==> src/verilog/aebm_pkg.sv <==
package aebm_pkg;
  // transfer size codes {hi, lo}: bytes still to move in the operand
  localparam logic [1:0] SZ_BYTE = 2'h1;
  localparam logic [1:0] SZ_WORD = 2'h2;
  localparam logic [1:0] SZ_THREE = 2'h3;
  localparam logic [1:0] SZ_LONG = 2'h0;
  // request size encoding (bytes minus one)
  localparam logic [1:0] REQ_BYTE = 2'h0;
  localparam logic [1:0] REQ_WORD = 2'h1;
  localparam logic [1:0] REQ_LONG = 2'h3;
  // space codes
  localparam logic [2:0] SP_USER_DATA = 3'h1;
  localparam logic [2:0] SP_USER_PROG = 3'h2;
  localparam logic [2:0] SP_SUPV_DATA = 3'h5;
  localparam logic [2:0] SP_SUPV_PROG = 3'h6;
  localparam logic [2:0] SP_CONTROL = 3'h7;
  // widths
  localparam int ADDR_W = 24;
  localparam int DATA_W = 16;
  localparam int OPND_W = 32;
  // bus phases, gray coded from idle through recover
  typedef enum logic [2:0] {
    AEBM_IDLE = 3'h0,
    AEBM_START = 3'h1,
    AEBM_STROBE = 3'h3,
    AEBM_WAIT = 3'h2,
    AEBM_END = 3'h6,
    AEBM_RECOVER = 3'h7
  } aebm_state_t;
  // completion codes
  localparam logic [1:0] ST_OK = 2'h0;
  localparam logic [1:0] ST_BUS_ERR = 2'h1;
  localparam logic [1:0] ST_AUTOVEC = 2'h2;
endpackage
==> src/verilog/aebm_master.sv <==
`timescale 1ns/1ns
// Behaviour
// 24 address outputs, 16-bit data bus
// address, size, space, direction valid during strobe
// size lines give bytes still remaining
// direction changes only on read/write switch
// three-bit space code selects address space
// address is most significant byte location
// address strobe half clock after start
// read: both strobes together, capture on fall
// write: data half clock, data strobe later
// writes drive all sixteen data lines
// slave ends cycle with size acknowledge
// acknowledge gives port width; extra cycles
// bus error ends cycle, alone or together
// bus error with halt gives bus error
// autovector ends interrupt-acknowledge cycles only
// every port width uses handshake cycles
// acknowledge encoding: wait, 8-bit, 16-bit, reserved
// 8-bit ports sit on the upper lanes
// strobes drop, acknowledges high before next
module aebm_master (
  // clock and reset
  input wire logic ref_clk_in,
  input wire logic rst_in,
  // operand request from the core
  input wire logic req_valid_in,
  input wire logic req_write_in,
  input wire logic [1:0] req_size_in,
  input wire logic [2:0] req_space_in,
  input wire logic req_int_ack_in,
  input wire logic [aebm_pkg::ADDR_W-1:0] req_addr_in,
  input wire logic [aebm_pkg::OPND_W-1:0] req_wdata_in,
  output logic req_ready_out,
  // operand completion
  output logic done_out,
  output logic [1:0] done_status_out,
  output logic [aebm_pkg::OPND_W-1:0] rdata_out,
  // external bus outputs
  output logic [aebm_pkg::ADDR_W-1:0] address_out,
  output logic xfer_count_hi_out,
  output logic xfer_count_lo_out,
  output logic [2:0] space_code_out,
  output logic read_write_out,
  output logic address_strobe_n_out,
  output logic data_strobe_n_out,
  // data bus as three signals
  input wire logic [aebm_pkg::DATA_W-1:0] data_in,
  output logic [aebm_pkg::DATA_W-1:0] data_out,
  output logic data_oe_out,
  // termination inputs
  input wire logic size_ack_upper_n_in,
  input wire logic size_ack_lower_n_in,
  input wire logic bus_error_in_n_in,
  input wire logic halt_n_in,
  input wire logic auto_vector_req_n_in
);
  import aebm_pkg::*;

  // ----------------------------------------
  // operand state
  // ----------------------------------------
  aebm_state_t state;
  logic [2:0] remaining; // bytes left in operand
  logic [ADDR_W-1:0] cur_addr;
  logic [OPND_W-1:0] wbuf;
  logic [OPND_W-1:0] rbuf;
  logic is_write;
  logic is_iack;
  logic half; // second half-clock of a strobe phase
  logic [1:0] stat;
  logic any_ack;
  logic port8;
  logic [2:0] moved;
  logic [OPND_W-1:0] next_rbuf;
  logic [7:0] rd_byte;

  // two phases per cycle emulate the half-clock offsets of the strobes
  assign any_ack = !size_ack_upper_n_in || !size_ack_lower_n_in;
  assign port8 = size_ack_upper_n_in; // lower alone means 8-bit R17
  // a lone byte on a 16-bit port rides the lane that its address selects
  assign rd_byte = (!port8 && cur_addr[0]) ? data_in[7:0] : data_in[DATA_W-1:8];
  always_comb begin
    moved = 3'h2;
    if (port8 || remaining == 3'h1) begin
      moved = 3'h1;
    end
  end

  // read data lands on the upper lanes for an 8-bit port
  always_comb begin
    next_rbuf = rbuf;
    if (moved == 3'h1) begin
      next_rbuf = {rbuf[OPND_W-9:0], rd_byte};
    end else begin
      next_rbuf = {rbuf[OPND_W-17:0], data_in};
    end
  end

  // ----------------------------------------
  // bus sequencer
  // ----------------------------------------
  always_ff @(posedge ref_clk_in or posedge rst_in) begin
    if (rst_in) begin
      state <= AEBM_IDLE;
      remaining <= 3'h0;
      cur_addr <= '0;
      wbuf <= '0;
      rbuf <= '0;
      is_write <= 1'b0;
      is_iack <= 1'b0;
      half <= 1'b0;
      stat <= ST_OK;
      req_ready_out <= 1'b0;
      done_out <= 1'b0;
      done_status_out <= ST_OK;
      rdata_out <= '0;
      address_strobe_n_out <= 1'b1;
      data_strobe_n_out <= 1'b1;
      data_oe_out <= 1'b0;
      data_out <= '0;
      address_out <= '0;
      xfer_count_hi_out <= 1'b0;
      xfer_count_lo_out <= 1'b0;
      space_code_out <= SP_USER_DATA;
      read_write_out <= 1'b1;
    end else begin
      done_out <= 1'b0;
      unique case (state)
        AEBM_IDLE: begin
          req_ready_out <= 1'b1;
          if (req_valid_in && req_ready_out) begin
            req_ready_out <= 1'b0;
            remaining <= {1'b0, req_size_in} + 3'h1;
            cur_addr <= req_addr_in;
            wbuf <= req_wdata_in;
            is_write <= req_write_in;
            is_iack <= req_int_ack_in;
            space_code_out <= req_space_in;
            rbuf <= '0;
            stat <= ST_OK;
            state <= AEBM_START;
          end
        end
        AEBM_START: begin
          // cycle start: address, size, direction; space set at request R2
          address_out <= cur_addr;
          xfer_count_hi_out <= remaining[1]; // four bytes left reads as 00 R3
          xfer_count_lo_out <= remaining[0];
          read_write_out <= !is_write; // changes only here R4
          half <= 1'b0;
          state <= AEBM_STROBE;
        end
        AEBM_STROBE: begin
          // waits for acknowledges released by previous slave R19
          if (!any_ack) begin
            address_strobe_n_out <= 1'b0;
            if (!is_write) begin
              data_strobe_n_out <= 1'b0;
            end
            state <= AEBM_WAIT;
          end
        end
        AEBM_WAIT: begin
          if (is_write && !half) begin
            // all sixteen lines, upper lanes first R10
            if (remaining == 3'h1 && cur_addr[0]) begin
              // odd lone byte on both lanes, port width is unknown yet
              data_out <= {wbuf[OPND_W-1:OPND_W-8], wbuf[OPND_W-1:OPND_W-8]};
            end else begin
              data_out <= wbuf[OPND_W-1:OPND_W-DATA_W];
            end
            data_oe_out <= 1'b1;
            half <= 1'b1;
          end else if (is_write && data_strobe_n_out) begin
            data_strobe_n_out <= 1'b0;
          end else if (!bus_error_in_n_in) begin
            // with or without halt the result is a bus error R13 R14
            stat <= ST_BUS_ERR;
            state <= AEBM_END;
          end else if (is_iack && !auto_vector_req_n_in) begin
            stat <= ST_AUTOVEC;
            state <= AEBM_END;
          end else if (any_ack && !(!size_ack_upper_n_in && !size_ack_lower_n_in)) begin
            // handshake termination for every port width R11 R16
            if (!is_write) begin
              rbuf <= next_rbuf;
            end
            wbuf <= (moved == 3'h1) ? {wbuf[OPND_W-9:0], 8'h00} : {wbuf[OPND_W-17:0], 16'h0000};
            remaining <= remaining - moved;
            cur_addr <= cur_addr + ADDR_W'(moved);
            state <= AEBM_END;
          end
        end
        AEBM_END: begin
          address_strobe_n_out <= 1'b1;
          data_strobe_n_out <= 1'b1;
          data_oe_out <= 1'b0;
          state <= AEBM_RECOVER;
        end
        AEBM_RECOVER: begin
          if (stat == ST_OK && remaining != 3'h0) begin
            state <= AEBM_START; // extra cycle for narrow port R12
          end else begin
            done_out <= 1'b1;
            done_status_out <= stat;
            rdata_out <= rbuf;
            state <= AEBM_IDLE;
          end
        end
        default: state <= AEBM_IDLE;
      endcase
    end
  end

  // ----------------------------------------
  // checks
  // ----------------------------------------
  property p_ds_write;
    @(posedge ref_clk_in) disable iff (rst_in)
      ($fell(address_strobe_n_out) && is_write)
        |-> data_strobe_n_out ##1 data_strobe_n_out ##1 !data_strobe_n_out;
  endproperty
  a_ds_write: assert property (p_ds_write) else $error("write data strobe timing");

  property p_ds_read;
    @(posedge ref_clk_in) disable iff (rst_in)
      ($fell(address_strobe_n_out) && !is_write) |-> !data_strobe_n_out;
  endproperty
  a_ds_read: assert property (p_ds_read) else $error("read strobes not together");

  property p_addr_stable;
    @(posedge ref_clk_in) disable iff (rst_in)
      (!address_strobe_n_out && !$rose(address_strobe_n_out) && $past(!address_strobe_n_out))
        |-> $stable(address_out) && $stable(space_code_out) && $stable(read_write_out);
  endproperty
  a_addr_stable: assert property (p_addr_stable) else $error("address moved under strobe");

  property p_oe_write;
    @(posedge ref_clk_in) disable iff (rst_in)
      data_oe_out |-> !read_write_out;
  endproperty
  a_oe_write: assert property (p_oe_write) else $error("data driven in read");

  property p_as_after_start;
    @(posedge ref_clk_in) disable iff (rst_in)
      $fell(address_strobe_n_out) |-> $past(state) == AEBM_STROBE;
  endproperty
  a_as_after_start: assert property (p_as_after_start) else $error("strobe early");

  property p_ack_release;
    @(posedge ref_clk_in) disable iff (rst_in)
      $fell(address_strobe_n_out) |-> $past(size_ack_upper_n_in && size_ack_lower_n_in);
  endproperty
  a_ack_release: assert property (p_ack_release) else $error("strobe before ack release");

  property p_bus_error_in_n;
    @(posedge ref_clk_in) disable iff (rst_in)
      (state == AEBM_WAIT && !bus_error_in_n_in && !(is_write && (!half || data_strobe_n_out)))
        |-> ##3 done_out && done_status_out == ST_BUS_ERR;
  endproperty
  a_bus_error_in_n: assert property (p_bus_error_in_n) else $error("bus error not reported");

  property p_size;
    @(posedge ref_clk_in) disable iff (rst_in)
      $fell(address_strobe_n_out) |-> {xfer_count_hi_out, xfer_count_lo_out} == remaining[1:0];
  endproperty
  a_size: assert property (p_size) else $error("size lines wrong");

  property p_strobes_off;
    @(posedge ref_clk_in) disable iff (rst_in)
      (state == AEBM_START) |-> address_strobe_n_out && data_strobe_n_out;
  endproperty
  a_strobes_off: assert property (p_strobes_off) else $error("strobe left on");

  property p_bus_error_in_n_halt;
    @(posedge ref_clk_in) disable iff (rst_in)
      (state == AEBM_WAIT && !bus_error_in_n_in && !halt_n_in
        && !(is_write && (!half || data_strobe_n_out)))
        |-> ##3 done_out && done_status_out == ST_BUS_ERR;
  endproperty
  a_bus_error_in_n_halt: assert property (p_bus_error_in_n_halt) else $error("bus error lost under halt");

  property p_auto_vector_req_n_iack;
    @(posedge ref_clk_in) disable iff (rst_in)
      (done_out && done_status_out == ST_AUTOVEC) |-> is_iack;
  endproperty
  a_auto_vector_req_n_iack: assert property (p_auto_vector_req_n_iack) else $error("autovector outside acknowledge");

  property p_rw_start;
    @(posedge ref_clk_in) disable iff (rst_in)
      $changed(read_write_out) |-> $past(state) == AEBM_START && address_strobe_n_out;
  endproperty
  a_rw_start: assert property (p_rw_start) else $error("direction moved mid cycle");

  property p_addr_msb;
    @(posedge ref_clk_in) disable iff (rst_in)
      $fell(address_strobe_n_out) |-> address_out == cur_addr;
  endproperty
  a_addr_msb: assert property (p_addr_msb) else $error("address not operand byte");

  // an 8-bit answer moves exactly one byte of the operand
  property p_port8_byte;
    @(posedge ref_clk_in) disable iff (rst_in)
      (state == AEBM_WAIT && bus_error_in_n_in && size_ack_upper_n_in && !size_ack_lower_n_in
        && !(is_iack && !auto_vector_req_n_in) && !(is_write && (!half || data_strobe_n_out)))
        |=> remaining == $past(remaining) - 3'h1;
  endproperty
  a_port8_byte: assert property (p_port8_byte) else $error("narrow port byte count");

  property p_idle_quiet;
    @(posedge ref_clk_in) disable iff (rst_in)
      (state == AEBM_IDLE) |-> address_strobe_n_out && data_strobe_n_out && !data_oe_out;
  endproperty
  a_idle_quiet: assert property (p_idle_quiet) else $error("bus busy while idle");
endmodule

==> config.mk <==
export PLATFORM = sky130hd
export DESIGN_NAME = aebm_master
export DESIGN_NICKNAME = d
export VERILOG_FILES = /design/src/verilog/aebm_pkg.sv /design/src/verilog/aebm_master.sv
export SDC_FILE = /design/constraint.sdc
export NUM_CORES = 1
export LEC_CHECK = 0
export BUFFER_PORTS_ARGS = -buffer_cell sky130_fd_sc_hd__buf_4
export CORE_MARGIN = 2
export CORE_UTILIZATION = 30
export DETAILED_ROUTE_END_ITERATION = 7
export GPL_ROUTABILITY_DRIVEN = 0
export SLEW_MARGIN = 5
export SYNTH_ARGS = -nofsm -noshare
export SYNTH_HDL_FRONTEND = slang
export SYNTH_SLANG_ARGS = --single-unit
==> constraint.sdc <==
create_clock -name ref_clk_in -period 6.25 [get_ports ref_clk_in]
set_input_delay 0.3125 -clock ref_clk_in [delete_from_list [all_inputs] [get_ports ref_clk_in]]
set_output_delay 0.3125 -clock ref_clk_in [all_outputs]
set_load 0.005 [all_outputs]
Yosys cells after proc, flatten, opt, wreduce, memory -nomap -nowiden
Cells that the tools add are included.
- register bits: 184
- input port bits: 87
- output and inout port bits: 85
- word-level logic and storage cells: 144
- add/subtract/negate cells: 3
- equality and inequality tests: 20
- mux-type cells: 62
- bitwise operators: 1
- reduce and logical (&&, ||, !) cells: 36
- operators with widths (operator ; number):
    32-bit 2-to-1 mux ; 15
    24-bit 2-to-1 mux ; 6
    32-bit one-hot mux with 2 select lines ; 2
    24-bit one-hot mux with 2 select lines ; 1
    3-bit 2-to-1 mux ; 13
    24-bit by 3-bit adder with 24-bit output ; 1
    2-bit inequality test, second input constant ; 11
    3-bit one-hot mux with 6 select lines ; 1
    8-bit 2-to-1 mux ; 2
    5-bit AND reduction ; 3
    2-bit 2-to-1 mux ; 6
    2-bit AND reduction ; 6
    1-bit 2-to-1 mux ; 10
    3-bit by 1-bit equality test with 1-bit output, second input constant ; 3
    1-bit logical AND ; 9
    8-bit AND reduction ; 1
    2-bit nonzero test ; 4
    7-bit AND reduction ; 1
    3-bit by 2-bit equality test with 1-bit output, second input constant ; 2
    3-bit equality test, second input constant ; 2
    1-bit zero test ; 6
    1-bit one-hot mux with 2 select lines ; 3
    3-bit one-hot mux with 2 select lines ; 1
    3-bit nonzero test ; 2
    other kinds (10) ; 11

Logic depth before layout (Yosys ltp)
- word-level depth: 12
- depth in mapped cells: 11
- gate-level depth less buffers: 8

Least setup slack after synthesis
Ideal clock, no wire load.
- path type: register to register
- start: register remaining[2]
- end: register cur_addr[18]
- library setup time: 0.132 ns
- data arrival time: 2.714 ns
- required time: 6.118 ns
- setup slack: 3.404 ns
- cell stages (with the launch flop): 12
- path buffers: 3
- clock period less this slack: 2.846 ns
- cells stage by stage: dfrtp_1 > or3b_2 > nand2b_1 > buf_2 > buf_2 > buf_2 > xnor2_1 > ha_1 > a21o_1 > nand4_1 > o211ai_1 > or3b_1
- cells in the longest elaborated chain, start to end: 10
- RTL lines (what ; line ; RTL):
    start, declared ; aebm_master.sv:64 ; logic [2:0] remaining;
    start signal, assigned ; aebm_master.sv:134 ; remaining <= {1'b0, req_size_in} + 3'h1;
    start signal, assigned ; aebm_master.sv:190 ; remaining <= remaining - moved;
    3-bit by 1-bit equality test with 1-bit output ; aebm_master.sv:85 ; if (port8 || remaining == 3'h1) begin
    1-bit logical OR ; aebm_master.sv:85 ;
    2-bit 2-to-1 mux ; aebm_master.sv:85 ;
    24-bit by 3-bit adder with 24-bit output ; aebm_master.sv:191 ; cur_addr <= cur_addr + ADDR_W'(moved);
    24-bit 2-to-1 mux ; aebm_master.sv:184 ; end else if (any_ack && !(!size_ack_upper_n_in && !size_ack_lower_n_in)) begin
    24-bit 2-to-1 mux ; aebm_master.sv:181 ; end else if (is_iack && !auto_vector_req_n_in) begin
    24-bit 2-to-1 mux ; aebm_master.sv:177 ; end else if (!bus_error_in_n_in) begin
    24-bit 2-to-1 mux ; aebm_master.sv:175 ; end else if (is_write && data_strobe_n_out) begin
    24-bit 2-to-1 mux ; aebm_master.sv:165 ; if (is_write && !half) begin
    24-bit one-hot mux with 2 select lines ; aebm_master.sv:129 ; unique case (state)
    end signal, assigned ; aebm_master.sv:135 ; cur_addr <= req_addr_in;
    end signal, assigned ; aebm_master.sv:191 ;
    end, declared ; aebm_master.sv:65 ; logic [ADDR_W-1:0] cur_addr;
Every way passes these cells. The select of a mux whose other input is x is not followed.
A chain may end at the register's enable or synchronous reset.

Worst setup path after layout
Same ends and word-level chain as after synthesis.

==> impl_metrics.ini <==
[outcome]
outcome = completed

[route]
route.detailed.drc = 0
drt_iter0_drc = 503
vias = 6669
wl_per_cell_um = 17.05
antenna_left = 0
via_per_inst = 4.966
drt_wl_total_um = 22900
firstDrtPassIters = 5

[finish]
final_layout_size_suffix_gt1_share_pct = 30.90
nNetsFinal = 1037
fin_util_pct = 38.15
syn_to_final_growth_pct = 25.82
n_fill_cell = 2917

[clock_network]
cts_buffer_depth = 2
post_cts_buffers = 0
root_buffer = clkbuf_16
htree_num_levels = 4
cts-hold-fix-buffers = 0
ctsResizeCount = 0
cts_tree = done
clk_pin_slew_ns = 0.07
cts_sinks = 184
cts_buffers = 17
clkLatencyLatePin_ns = 0.43

[logic_synthesis]
synth_edf_count = 0
synthTopCellsByCount = dfrtp_1, nand2_1, mux2_2
yosysWarningCount = 0
syn_area_mm2 = 0.008656
synth_top_area_share_pct = 52.04
yosys-top-cells-area = dfrtp_1, mux2_2, mux2i_1
ys_seq_area_share_pct = 53.25
synth_async_sr_flop_share_pct = 100.0
synthesis.nets = 896
syn_inst = 804
yosysMostFrequentCell = dfrtp_1
synth.largest_area_cell = dfrtp_1
ys_ff_latch = 184
yosysUniqueCellTypes = 54
ys.flop_type = dfrtp_1
avgSynthCellArea_um2 = 10.77

[global_route]
antenna_found_initial = 1
gr-usage-all-layers_pct = 15.49
grt_max_degree = 116
grt_pass1_vias = 6590
grt_pass1_wl_um = 37060
grt_overflow = 0

[min_path]
worstHoldPathType = input pin to asynchronous set/reset pin

[floorplanning]
die_x_um = 173.9
core_area_mm2 = 0.02855
core.rowCount = 62
die-area_mm2 = 0.03023
die_y_um = 173.9
io_pins = 172
start_util_pct = 30.32

[power_and_ir_drop]
p_sw_mw = 1.990
clkPwrFrac_pct = 20.6
swShare_pct = 38.32
combinationalPowerShare_pct = 39.4
leakage_nw = 5.119
peakVddDrop_v = 0.0002831
power_density_mw_per_mm2 = 476.8
pwr-share-seq_pct = 40.0
intPower_mw = 3.202

[worst_setup_path]
cp.depth = 8
cp_slowest_cell = nand2b_4
worstSetupPathType = flop to flop
path_buf_inv = 0
required_ns = 6.56
reg2reg_depth = 8
cp_top_family = simple AND/OR/NAND/NOR gates
end_kind = flop
cp-start-kind = flop
cp_slowest_stage_delay_ns = 0.70
cp_max_fo = 52
cp.arrival_ns = 3.59
crit_chain = or3b_2 -> nand2b_4 -> and2_1 -> ha_1 -> a21o_1 -> nand4_1 -> o211ai_1 -> or3b_1

[sta]
hold_viol_final = 0
setup_violations = 0
tightest_slew_ns = 0.9881
period_share_pct = 52.38
final-max-slew-violation-count = 0
period_minus_slack_ns = 3.274
fmax_ghz = 0.3055
max-slew-margin-rel_pct = 33.88
tns_ns = 0
grt_setup_unrepaired = false
fin_skew_ns = 0.01223

[placed_design]
io_buffers = 170
dp_hpwl_um = 15200

[run]
cap_viol_max_count = 0
-- logic make-up after synthesis --
logic type / after synthesis / synth area share (%)
simple gates: 241 / 12.62
flops: 184 / 53.25
compound gates: 176 / 14.27
mux: 126 / 15.54
buf+inv: 71 / 3.411
fa+ha+maj: 5 / 0.8095
xor+xnor: 1 / 0.1012
-- worst register-to-register path, delay by kind of cell, from the launching register on --
kind                       cells  cell delay, ns
and+or+nand+nor                5            2.08
AOI/OAI and AO/OA              2            0.46
adders and majority gates      1            0.17
DFF                            1            0.43
-- cells in the final DEF, fill, tap and decap left out, types with 3 or more instances in the layout --
cell,synthesis,final
a211oi_1,20,20
a21o_1,19,19
a21oi_1,26,26
a2bb2oi_1,4,4
a311oi_1,4,4
a31oi_1,14,14
and2_1,3,3
and3_1,4,4
buf_4,1,179
clkbuf_16,0,17
clkbuf_8,0,3
clkinv_2,0,3
clkinv_4,0,3
dfrtp_1,180,180
dfstp_2,4,4
ha_1,4,4
inv_1,14,13
inv_6,0,4
mux2_2,67,67
mux2i_1,59,59
nand2_1,108,108
nand2b_1,6,5
nand3_1,29,28
nand4_1,10,10
nor2_1,54,54
nor2b_1,3,3
nor3_1,8,8
nor4_1,4,4
o211ai_1,3,3
o21ai_0,21,21
o22a_1,6,6
o22ai_1,9,9
o31ai_1,32,32
-- power by group through the flow --
stage               sequential (mW)  clock, mW  combinational (mW)
floorplan                      1.96          0                1.42
global placement               2.09          0                2.03
detailed placement             2.09          0                2.08
CTS                            2.07       1.11                2.08
global route                   2.15       1.15                2.29
finish                         2.07       1.07                2.05
-- cell type report --
| cell class | count | area, um^2 | area share, % |
|---|---|---|---|
| Antenna cell | 1 | 2.502 | 0.02298 |
| Clock buffer | 20 | 466.7 | 4.285 |
| Clock inverter | 12 | 113.9 | 1.045 |
| Inverter | 14 | 60.06 | 0.5515 |
| Multi-Input combinational cell | 549 | 3814 | 35.02 |
| Sequential cell | 184 | 4609 | 42.33 |
| Tap cell | 384 | 480.5 | 4.412 |
| Timing Repair Buffer | 179 | 1344 | 12.34 |
-- state kept, by name (all words and copies together), names as in the netlist, 2 cells and up, named ones only --
signal / count
space_code_out: 3
rdata_out: 32
cur_addr: 24
stat: 2
done_status_out: 2
remaining: 3
rbuf: 32
data_out: 16
address_out: 24
state: 2
wbuf: 32
-- per-stage QoR --
step	power (mW)	setup WS [ns]	instance area (um^2)	cells	hold slack, ns
6_report	5.193	2.976	10890	1343	0.03083
3_5_place_dp	4.169	2.955	10310	1310	0.4567
3_3_place_gp	4.111	3.011	10310	1310	0.4532
5_1_grt	5.596	2.684	10890	1343	0.05107
2_1_floorplan	3.377	0.9437	8656	804	0.3955
4_1_cts	5.266	2.935	10890	1342	0.04209
-- routing by layer --
layer	vias to the layer above	GRT usage (%)	part of all wire, %
li1	3200	-	-
met1	3247	22.53	49
met2	194	23.07	44
met3	28	3.136	4.4
met4	0	4.937	2.1
met5	-	0	0
-- final timing paths --
kind | start | to | slack (ns)
min in group ref_clk_in | req_int_ack_in | is_iack | 0.07
max in group asynchronous | rst_in | cur_addr[20] | 4.70
min | rst_in | done_out | 0.03
max | remaining[2] | cur_addr[18] | 2.98
max reg2reg | remaining[2] | cur_addr[18] | 2.98
min reg2reg | read_write_out | read_write_out | 0.47
(Power assumes the default switching activity.)
